===== config.mk =====
export PLATFORM = sky130hd
export DESIGN_NAME = cse_decoder
export DESIGN_NICKNAME = d
export VERILOG_FILES = /design/src/cse_pkg.sv /design/src/cse_decoder.sv
export SDC_FILE = /design/constraint.sdc
export NUM_CORES = 1
export LEC_CHECK = 0
export BUFFER_PORTS_ARGS = -buffer_cell sky130_fd_sc_hd__buf_2
export CAP_MARGIN = 15
export CORE_MARGIN = 4
export CORE_UTILIZATION = 32
export CTS_CLUSTER_DIAMETER = 80
export DETAILED_ROUTE_END_ITERATION = 16
export PLACE_DENSITY = 0.57
export SETUP_SLACK_MARGIN = 0.02
export SLEW_MARGIN = 40
export SYNTH_ARGS = -nofsm -noshare
export SYNTH_HDL_FRONTEND = slang
export SYNTH_SLANG_ARGS = --single-unit

===== constraint.sdc =====
create_clock -name MCLK_I -period 1.75 [get_ports MCLK_I]
set_input_delay 0.175 -clock MCLK_I [delete_from_list [all_inputs] [get_ports MCLK_I]]
set_output_delay 0.175 -clock MCLK_I [all_outputs]
set_load 0.005 [all_outputs]

===== src/cse_pkg.sv =====
package cse_pkg;
  // command indices
  localparam logic [5:0] CMD_SWITCH      = 6'h06;
  localparam logic [5:0] CMD_EXT_RD_SGL  = 6'h30;
  localparam logic [5:0] CMD_EXT_WR_SGL  = 6'h31;
  localparam logic [5:0] CMD_EXT_RD_MUL  = 6'h3A;
  localparam logic [5:0] CMD_EXT_WR_MUL  = 6'h3B;
  localparam logic [5:0] CMD_SYS_34      = 6'h22;
  localparam logic [5:0] CMD_SYS_35      = 6'h23;
  localparam logic [5:0] CMD_SYS_36      = 6'h24;
  localparam logic [5:0] CMD_SYS_37      = 6'h25;
  localparam logic [5:0] CMD_SYS_50      = 6'h32;
  localparam logic [5:0] CMD_SYS_57      = 6'h39;
  // switch argument fields
  localparam int SW_MODE_BIT   = 31;
  localparam int SW_RSV_HI     = 30;
  localparam int SW_RSV_LO     = 24;
  localparam int SW_G6_LO      = 20;
  localparam int SW_G5_LO      = 16;
  localparam int SW_G4_LO      = 12;
  localparam int SW_G3_LO      = 8;
  localparam int SW_G2_LO      = 4;
  localparam int SW_G1_LO      = 0;
  localparam logic [3:0] GRP_ALL_ZERO = 4'h0;
  localparam logic [3:0] GRP_ALL_ONE  = 4'hF;
  localparam logic [3:0] CMDSYS_DEFAULT = 4'h0;
  // extension argument fields
  localparam int EXT_MIO_BIT   = 31;
  localparam int EXT_FN_LO     = 27;
  localparam int EXT_B26_BIT   = 26;
  localparam int EXT_ADDR_LO   = 9;
  localparam int EXT_LEN_LO    = 0;
  // command class bit for extension commands
  localparam int CCC_EXT_BIT   = 11;
  // response length and full extension support code
  localparam logic [5:0] RESP_BITS = 6'h30;
  localparam logic [1:0] EXT_SUPPORT_ALL = 2'h3;
endpackage


===== src/cse_decoder.sv =====
// Design decisions made here: the address-and-strobe port and the placing of the registers.
`timescale 1ns/1ps
// What this block does
// - bit 31 check/switch; bits 30:24 zero
// - group 4 power, group 3 drive fields
// - group 2 command system, group 1 access
// - CMD34-37,50,57 meaningful only per command system
// - single read: select, function, address, length
// - single write: bit 26 masked write, mask
// - multi read: unit size bit 26, count
// - multi write decodes same fields as read
// - class bit 11 set when extension supported
// - configuration register reports extension support
module cse_decoder #(
  parameter logic [15:0] BASE_CLASSES = 16'h05B5,
  parameter logic        EXT_SGL_SUP  = 1'b1,
  parameter logic        EXT_MUL_SUP  = 1'b1
) (
  // clock and reset
  input  wire logic        MCLK_I,
  input  wire logic        RESETN_I,
  input  wire logic        CE_I,
  // command in
  input  wire logic        CMD_VALID_I,
  input  wire logic [5:0]  CMD_INDEX_I,
  input  wire logic [31:0] CMD_ARG_I,
  // decode results
  output logic             DEC_VALID_O,
  output logic             ILLEGAL_O,
  output logic             RESP_REQ_O,
  output logic             DATA_REQ_O,
  output logic             SW_MODE_O,
  output logic [3:0]       POWER_LIMIT_O,
  output logic [3:0]       DRIVE_STRENGTH_O,
  output logic [3:0]       COMMAND_SYSTEM_O,
  output logic [3:0]       ACCESS_MODE_O,
  output logic             EXT_WRITE_O,
  output logic             EXT_MULTI_O,
  output logic             MEMORY_OR_IO_SELECT_O,
  output logic [3:0]       FUNCTION_NUMBER_O,
  output logic             MASKED_WRITE_ENABLE_O,
  output logic             UNIT_32K_O,
  output logic [16:0]      EXT_ADDRESS_O,
  output logic [8:0]       LENGTH_OR_WRITE_MASK_O,
  output logic             SYS_CMD_O,
  // capability
  output logic [11:0]      SUPPORTED_COMMAND_CLASSES_O,
  output logic [1:0]       EXT_SUPPORT_O,
  // register interface
  input  wire logic [1:0]  ADDR_I,
  input  wire logic [31:0] WDATA_I,
  input  wire logic        WR_I,
  input  wire logic        RD_I,
  output logic [31:0]      RDATA_O
);
  localparam logic [1:0] REG_CMDSYS = 2'h0;
  localparam logic [1:0] REG_LAST   = 2'h1;
  localparam logic [1:0] REG_CAPS   = 2'h2;

  logic [3:0]  cmdsys_q;
  logic [3:0]  last_idx_q;
  logic [31:0] last_arg_q;
  logic        ill_q;
  logic [31:0] rdata_q;

  function automatic logic is_sys_cmd(input logic [5:0] idx);
    is_sys_cmd = (idx == cse_pkg::CMD_SYS_34) || (idx == cse_pkg::CMD_SYS_35) ||
                 (idx == cse_pkg::CMD_SYS_36) || (idx == cse_pkg::CMD_SYS_37) ||
                 (idx == cse_pkg::CMD_SYS_50) || (idx == cse_pkg::CMD_SYS_57);
  endfunction

  function automatic logic grp_ok(input logic [3:0] g);
    grp_ok = (g == cse_pkg::GRP_ALL_ZERO) || (g == cse_pkg::GRP_ALL_ONE);
  endfunction

  logic is_sw;
  logic is_ext;
  logic ext_ok;
  logic sw_ok;
  logic bad;
  logic [1:0] ext_sup;

  assign ext_sup = {EXT_MUL_SUP, EXT_SGL_SUP};
  assign is_sw  = CMD_INDEX_I == cse_pkg::CMD_SWITCH;
  assign is_ext = (CMD_INDEX_I == cse_pkg::CMD_EXT_RD_SGL) ||
                  (CMD_INDEX_I == cse_pkg::CMD_EXT_WR_SGL) ||
                  (CMD_INDEX_I == cse_pkg::CMD_EXT_RD_MUL) ||
                  (CMD_INDEX_I == cse_pkg::CMD_EXT_WR_MUL);
  // single-block pair needs single support, multi pair needs multi support
  assign ext_ok = (CMD_INDEX_I[3]) ? ext_sup[1] : ext_sup[0];
  // reserved fields checked; groups 6,5 must be 0h or Fh or the switch is illegal
  assign sw_ok = (CMD_ARG_I[cse_pkg::SW_RSV_HI:cse_pkg::SW_RSV_LO] == 7'h00) &&
                 grp_ok(CMD_ARG_I[cse_pkg::SW_G6_LO +: 4]) &&
                 grp_ok(CMD_ARG_I[cse_pkg::SW_G5_LO +: 4]);
  always_comb begin
    bad = 1'b0;
    if (is_sw) begin
      bad = !sw_ok;
    end else if (is_ext) begin
      bad = !ext_ok;
      if (CMD_INDEX_I == cse_pkg::CMD_EXT_RD_SGL && CMD_ARG_I[cse_pkg::EXT_B26_BIT]) begin
        bad = 1'b1;
      end
    end else if (is_sys_cmd(CMD_INDEX_I)) begin
      bad = (cmdsys_q == cse_pkg::CMDSYS_DEFAULT);
    end
  end

  // command system selection, set by a register write, else by a switch in mode 1 whose group 2 is not Fh
  always_ff @(posedge MCLK_I or negedge RESETN_I) begin
    if (!RESETN_I) begin
      cmdsys_q <= cse_pkg::CMDSYS_DEFAULT;
    end else if (CE_I) begin
      if (WR_I && ADDR_I == REG_CMDSYS) begin
        cmdsys_q <= WDATA_I[3:0];
      end else if (CMD_VALID_I && is_sw && sw_ok && CMD_ARG_I[cse_pkg::SW_MODE_BIT] &&
                   CMD_ARG_I[cse_pkg::SW_G2_LO +: 4] != cse_pkg::GRP_ALL_ONE) begin
        cmdsys_q <= CMD_ARG_I[cse_pkg::SW_G2_LO +: 4];
      end
    end
  end

  // decoded fields
  always_ff @(posedge MCLK_I or negedge RESETN_I) begin
    if (!RESETN_I) begin
      DEC_VALID_O            <= 1'b0;
      ILLEGAL_O              <= 1'b0;
      RESP_REQ_O             <= 1'b0;
      DATA_REQ_O             <= 1'b0;
      SW_MODE_O              <= 1'b0;
      POWER_LIMIT_O          <= 4'h0;
      DRIVE_STRENGTH_O       <= 4'h0;
      ACCESS_MODE_O          <= 4'h0;
      EXT_WRITE_O            <= 1'b0;
      EXT_MULTI_O            <= 1'b0;
      MEMORY_OR_IO_SELECT_O  <= 1'b0;
      FUNCTION_NUMBER_O      <= 4'h0;
      MASKED_WRITE_ENABLE_O  <= 1'b0;
      UNIT_32K_O             <= 1'b0;
      EXT_ADDRESS_O          <= 17'h0_0000;
      LENGTH_OR_WRITE_MASK_O <= 9'h000;
      SYS_CMD_O              <= 1'b0;
    end else if (CE_I) begin
      DEC_VALID_O <= CMD_VALID_I && (is_sw || is_ext || is_sys_cmd(CMD_INDEX_I));
      RESP_REQ_O  <= CMD_VALID_I && (is_sw || is_ext) && !bad;
      DATA_REQ_O  <= CMD_VALID_I && (is_sw || is_ext) && !bad;
      ILLEGAL_O   <= CMD_VALID_I && bad;
      SYS_CMD_O   <= CMD_VALID_I && is_sys_cmd(CMD_INDEX_I) && !bad;
      if (CMD_VALID_I && is_sw && sw_ok) begin
        SW_MODE_O        <= CMD_ARG_I[cse_pkg::SW_MODE_BIT];
        POWER_LIMIT_O    <= CMD_ARG_I[cse_pkg::SW_G4_LO +: 4];
        DRIVE_STRENGTH_O <= CMD_ARG_I[cse_pkg::SW_G3_LO +: 4];
        ACCESS_MODE_O    <= CMD_ARG_I[cse_pkg::SW_G1_LO +: 4];
      end
      if (CMD_VALID_I && is_ext && !bad) begin
        EXT_WRITE_O            <= CMD_INDEX_I[0];
        EXT_MULTI_O            <= CMD_INDEX_I[3];
        MEMORY_OR_IO_SELECT_O  <= CMD_ARG_I[cse_pkg::EXT_MIO_BIT];
        FUNCTION_NUMBER_O      <= CMD_ARG_I[cse_pkg::EXT_FN_LO +: 4];
        EXT_ADDRESS_O          <= CMD_ARG_I[cse_pkg::EXT_ADDR_LO +: 17];
        LENGTH_OR_WRITE_MASK_O <= CMD_ARG_I[cse_pkg::EXT_LEN_LO +: 9];
        MASKED_WRITE_ENABLE_O  <= (CMD_INDEX_I == cse_pkg::CMD_EXT_WR_SGL) &&
                                  CMD_ARG_I[cse_pkg::EXT_B26_BIT];
        UNIT_32K_O             <= CMD_INDEX_I[3] && CMD_ARG_I[cse_pkg::EXT_B26_BIT];
      end
    end
  end

  assign COMMAND_SYSTEM_O = cmdsys_q;
  assign EXT_SUPPORT_O    = ext_sup;
  always_comb begin
    SUPPORTED_COMMAND_CLASSES_O = BASE_CLASSES[11:0];
    SUPPORTED_COMMAND_CLASSES_O[cse_pkg::CCC_EXT_BIT] = |ext_sup;
  end

  // last decoded command for software
  always_ff @(posedge MCLK_I or negedge RESETN_I) begin
    if (!RESETN_I) begin
      last_idx_q <= 4'h0;
      last_arg_q <= 32'h0000_0000;
      ill_q      <= 1'b0;
    end else if (CE_I && CMD_VALID_I) begin
      last_idx_q <= CMD_INDEX_I[3:0];
      last_arg_q <= CMD_ARG_I;
      ill_q      <= bad;
    end
  end

  always_ff @(posedge MCLK_I or negedge RESETN_I) begin
    if (!RESETN_I) begin
      rdata_q <= 32'h0000_0000;
    end else if (CE_I) begin
      rdata_q <= 32'h0000_0000;
      if (RD_I) begin
        unique case (ADDR_I)
          REG_CMDSYS: rdata_q <= {28'h000_0000, cmdsys_q};
          REG_LAST:   rdata_q <= last_arg_q;
          REG_CAPS:   rdata_q <= {15'h0000, ill_q, last_idx_q, SUPPORTED_COMMAND_CLASSES_O[11:0]};
          default:    rdata_q <= 32'h0000_0000;
        endcase
      end
    end
  end
  assign RDATA_O = rdata_q;

  chk_ccc_bit: assert property (@(posedge MCLK_I) disable iff (!RESETN_I)
    SUPPORTED_COMMAND_CLASSES_O[11] == |EXT_SUPPORT_O) else $error("class bit wrong");
  chk_sw_rsv: assert property (@(posedge MCLK_I) disable iff (!RESETN_I)
    CE_I && CMD_VALID_I && is_sw && CMD_ARG_I[30:24] != 7'h00 |=> ILLEGAL_O)
    else $error("reserved switch bits accepted");
  chk_rd_b26: assert property (@(posedge MCLK_I) disable iff (!RESETN_I)
    CE_I && CMD_VALID_I && CMD_INDEX_I == 6'h30 && CMD_ARG_I[26] |=> ILLEGAL_O && !RESP_REQ_O)
    else $error("read bit 26 accepted");
  chk_pwr_field: assert property (@(posedge MCLK_I) disable iff (!RESETN_I)
    CE_I && CMD_VALID_I && is_sw && sw_ok |=> POWER_LIMIT_O == $past(CMD_ARG_I[15:12]) &&
    DRIVE_STRENGTH_O == $past(CMD_ARG_I[11:8])) else $error("group 4/3 wrong");
  chk_acc_field: assert property (@(posedge MCLK_I) disable iff (!RESETN_I)
    CE_I && CMD_VALID_I && is_sw && sw_ok |=> ACCESS_MODE_O == $past(CMD_ARG_I[3:0]))
    else $error("group 1 wrong");
  chk_sys_rsv: assert property (@(posedge MCLK_I) disable iff (!RESETN_I)
    CE_I && CMD_VALID_I && is_sys_cmd(CMD_INDEX_I) && cmdsys_q == 4'h0 |=> ILLEGAL_O && !SYS_CMD_O)
    else $error("reserved index accepted");
  chk_mask_wr: assert property (@(posedge MCLK_I) disable iff (!RESETN_I)
    CE_I && CMD_VALID_I && CMD_INDEX_I == 6'h31 && ext_sup[0] |=>
    MASKED_WRITE_ENABLE_O == $past(CMD_ARG_I[26])) else $error("mask enable wrong");
  chk_unit_sz: assert property (@(posedge MCLK_I) disable iff (!RESETN_I)
    CE_I && CMD_VALID_I && (CMD_INDEX_I == 6'h3A || CMD_INDEX_I == 6'h3B) && ext_sup[1] |=>
    UNIT_32K_O == $past(CMD_ARG_I[26]) && EXT_ADDRESS_O == $past(CMD_ARG_I[25:9]))
    else $error("multi fields wrong");
  chk_resp_data: assert property (@(posedge MCLK_I) disable iff (!RESETN_I)
    RESP_REQ_O == DATA_REQ_O) else $error("response without data");
  cov_switch: cover property (@(posedge MCLK_I) DEC_VALID_O && SW_MODE_O && !ILLEGAL_O);
  cov_mask: cover property (@(posedge MCLK_I) RESP_REQ_O && MASKED_WRITE_ENABLE_O);
  cov_multi: cover property (@(posedge MCLK_I) RESP_REQ_O && UNIT_32K_O);
  cov_sys: cover property (@(posedge MCLK_I) SYS_CMD_O);
endmodule


==> results by stage <==
Outcome:
- The run finished with clean final reports.

Worst setup path:
- The worst setup path category is primary input to flip-flop.
- The slowest stage of the critical path belongs to the cell or4_4.
- The type of element capturing the critical path is a flip-flop.
- The data arrival time at the worst-slack endpoint is between 1.5 and 2 ns.
- In this run the worst path has a maximum fanout of 13.
- The critical path launch point type is a primary input.
- Walking the worst path, the cells encountered are buf_2, or4_4, nor4_4, buf_4, nand4_1, nor2_2, buf_12, mux2_2.
- At the worst endpoint, the required time is 2.03 ns.
- For this run, the slowest stage of the critical path takes ~0.54 ns.

Routing:
- The detailed router placed between 3000 and 4000 vias in this run.
- For this run, the detailed router's first-pass iteration total came to 5.
- The post-detailed-route count of antenna-violating nets is 0.
- After detailed routing, the number of vias per cell comes to 4.65.
- After the first detailed-routing iteration, the DRC count stood at between 100 and 150.
- The routed length per placed instance is 17.7 µm.
- Wires add up to about 14000 µm.
- After detailed routing, the number of remaining DRC violations is 0.

Pwr:
- The proportion of power drawn by combinational gates is 0.148.
- The share of total power dissipated in the clock network is 0.409.
- In this run the power density over the cells is roughly 1100 mW/mm².
- The analysis attributes to cell leakage a power of 0.00368 µW.
- In this run the power spent charging and discharging nets is 1930 µW.
- The worst ir drop on vdd is 0.614 mV.
- Internal power comes to 5970 µW.
- The sequential power share is 0.443.
- The switching share of total power is 0.245.

Floorplanning:
- The overall die width is approximately 140 µm.
- Pin placement for this block handled ~180 I/O pins.
- The floorplan step defined a die boundary enclosing between 0.015 and 0.02 mm².
- The area inside the core boundary is around 0.016 mm².
- In this run the core area contains between 40 and 50 standard-cell rows.
- The starting utilization of the core area is 0.328.
- From bottom edge to top edge, the die measures about 140 µm.

Timing:
- Setup repair after global routing could not meet its margin everywhere.
- The total count of hold-check failures in the final report is 0.
- For the finished layout, the period the worst path requires is about 1.6 ns.
- The setup clock skew after layout is a little under 0.009 ns.
- Derived from the worst setup path, the maximum achievable clock frequency is 606 MHz.
- Setup violations remaining at the end of the flow were counted as 0.
- Of the available clock period, the critical path in the final layout requires 0.943.
- The number of pins exceeding their max-slew limit in the final report came to 0.

Global route:
- The global-route usage over all layers is 0.155.
- The overflow left after global routing is 0.
- The via count of the first global-routing pass is 3934.
- The largest net degree at the start of global routing is 48.
- The first global-routing pass estimated 21900 µm of wire.
- The initial antenna violation count came to 3.

Placement:
- Detailed placement finished with a half-perimeter wire length of 10000 µm.
- The number of cells after detailed placement is ~740.
- The number of input and output port buffers inserted is 138.
- The total placed instance area is between 0.006 and 0.007 mm².
- At the end of routability-driven placement, the weighted congestion stood at 0.778.

Clocking:
- CTS saw roughly 130 sinks.
- Clock tree synthesis selected as its root buffer the cell clkbuf_16.
- The maximum clock insertion buffer count is 2.
- The H-tree depth reported by CTS is 4.
- TritonCTS built the clock tree.
- The buffers inserted during post-CTS setup optimization is 0.
- The number of clock buffers added by TritonCTS is 17.
- After clock tree synthesis, the clock-pin slew on the worst setup and hold paths is 0.06 ns.
- The clock reaches the later pin of the worst-skew pair after ~0.41 ns.

Layout:
- The final non-filler cell total is 776.
- Once layout is done, the placed cells without fillers occupy 0.00715 mm².
- The filler cell count is roughly 1500.
- In the final design database the tool counted around 630 nets.
- The area overhead of the layout relative to synthesis is 36.3%.
- In the final layout, the share of cells above drive strength 1 is 0.567.

Synthesis:
- The post-synthesis register bit count is ~130.
- The compound-cell area share of the yosys netlist is 0.0875.
- Of the total synthesized cell area, the portion taken by XOR and XNOR cells is 0.00167.
- Dividing the synthesized area by the synthesized cell count gives between 10 and 15 µm².
- The area share of and/or/nand/nor cells after synthesis is 0.0441.
- The number of different library cells in the post-synthesis netlist is 42.
- The mux cell area share after synthesis is 0.216.
- The sequential share of the synthesized area is 0.596.
- The mapped netlist covers 0.00525 mm².
- The synthesized instance count is 361.
- The arithmetic-cell share of the synthesized area counting full adders, half adders and majority gates is 0.
- The count of synthesis-stage warnings from yosys is 0.
- By area, the combinational part of the netlist is dominated by multiplexers.

Worst hold path:
- In this run the worst hold path is classified as primary input to flip-flop.

Run:
- The number of max-capacitance violations reported is 0.
## synth_stat cells
cell type,number,area [µm²]
conb_1,2,7.51
inv_1,12,45.0
a22o_1,17,149
o21ai_0,10,50.1
nand3_1,1,5.00
or4_1,3,22.5
a21oi_1,4,20.0
mux2_2,60,676
xnor2_1,1,8.76
buf_2,1,5.00
buf_6,1,11.3
o2bb2ai_1,4,35.0
and4_1,2,17.5
a41oi_1,1,8.76
buf_12,3,60.1
nand4b_1,1,8.76
nor2b_1,3,18.8
dfrtp_1,125,3130
buf_1,1,3.75
o21ai_4,1,16.3
and3_1,1,6.26
a221oi_1,1,8.76
clkbuf_1,11,41.3
a22oi_1,7,52.6
buf_4,15,113
mux2_4,29,435
nand2_1,7,26.3
a21o_1,3,22.5
a221o_1,6,60.1
and2_1,1,6.26
or2_2,1,6.26
a2111oi_0,1,8.76
a32o_1,2,20.0
nor3b_1,3,22.5
mux2i_1,2,20.0
nand4_1,3,18.8
a211oi_1,1,7.51
nor4_2,1,12.5
nand2b_1,2,12.5
nor4_1,2,12.5
nor2_1,8,30.0
nor3_1,1,5.00
## stage by stage
stage                     TNS [ns]  setup WS [ns]  power (µW)  utilization  hold slack [ns]
after floorplan              -4.18         -0.125        4070            -           -0.121
after global placement      -20.25         -0.429        4670        0.410           0.0961
after detailed placement    -20.74         -0.437        4720        0.410           0.0934
after CTS                        0         0.0330        8010        0.445           0.0105
after global routing             0         0.0120        8310        0.447          0.00460
final                            0          0.100        7900        0.447           0.0274
## final timing paths
path                       slack [ns]                         to  cells after the start                 from
max                              0.10        DRIVE_STRENGTH_O[3]                      8        CMD_ARG_I[25]
min                              0.03  LENGTH_OR_WRITE_MASK_O[0]                      2         CMD_ARG_I[0]
max reg2reg                      0.17                  ILLEGAL_O                      5  COMMAND_SYSTEM_O[3]
min reg2reg                      0.48                  ILLEGAL_O                      1            ILLEGAL_O
max in group asynchronous        0.93              last_arg_q[4]                      3             RESETN_I
min in group asynchronous        0.22             last_arg_q[30]                      2             RESETN_I
## area by class of cell
cell class | instances | area [µm²] | share of cell area
multi-input cells | 204 | 1980 | 0.277
clock buffers | 20 | 457 | 0.0639
well taps | 216 | 270 | 0.0378
repair buffers | 187 | 1170 | 0.163
diodes | 1 | 2.50 | 0.000350
inverters | 12 | 45.0 | 0.00630
flip-flops and latches | 125 | 3130 | 0.438
clock inverters | 11 | 95.1 | 0.0133
## logic make-up after synthesis
group                  Yosys count
other                            2
buffers and inverters           44
AO/OA/AOI/OAI                   58
flip-flops                     125
AND/OR/NAND/NOR                 40
XOR/XNOR                         1
multiplexers                    91
## routing by layer
layer | GRT usage | wire length [µm] | part of all wire | up-vias
li1 | - | - | - | 1658
met1 | 0.198 | 6140 | 0.45 | 1802
met2 | 0.241 | 6350 | 0.46 | 121
met3 | 0.0611 | 980 | 0.071 | 20
met4 | 0.0521 | 254 | 0.018 | 4
met5 | 0 | 22 | 0.0016 | -
## repair_timing
| action | in CTS | in global routing |
|---|---|---|
| endpoints found under the setup margin | 4 | 52 |
| hold endpoints to repair | 32 | 0 |
| resized for setup | 2 | 3 |
| hold buffers | 1 | 0 |
## sequential cells by signal, indices dropped and copies added, names as in the netlist, 4 cells and up
register,count
FUNCTION_NUMBER_O,4
ACCESS_MODE_O,4
DRIVE_STRENGTH_O,4
EXT_ADDRESS_O,17
last_idx_q,4
RDATA_O,32
last_arg_q,32
LENGTH_OR_WRITE_MASK_O,9
POWER_LIMIT_O,4
COMMAND_SYSTEM_O,4
## power by group through the flow
stage          Sequential [µW]  Combinational [µW]  Clock (µW)
2_1_floorplan             3520                 553           0
3_3_place_gp              3520                1150           0
3_5_place_dp              3530                1190           0
4_1_cts                   3490                1190        3330
5_1_grt                   3550                1290        3480
6_report                  3500                1170        3230
## critical path, delay by kind of cell
| kind | cells | cell delay [ns] |
|---|---|---|
| and+or+nand+nor | 4 | 0.94 |
| buffers and inverters | 3 | 0.44 |
| muxes | 1 | 0.36 |
## cells in the final DEF, fill, tap and decap left out, drive strengths merged, types with 3 or more instances in the layout
cell      Yosys  layout
buf          21     186
dfrtp       125     125
mux2         89      89
clkbuf       11      20
a22o         17      17
conb          2      14
inv          12      12
o21ai        11      11
nor2          8       8
nand2         7       7
a22oi         7       7
a221o         6       6
clkinvlp      0       6
a21oi         4       4
o2bb2ai       4       4
clkinv        0       4
nand4         3       3
a21o          3       3
nor2b         3       3
nor3b         3       3
nor4          3       3
or4           3       3
No activity file was read; power rests on OpenSTA's default activity.
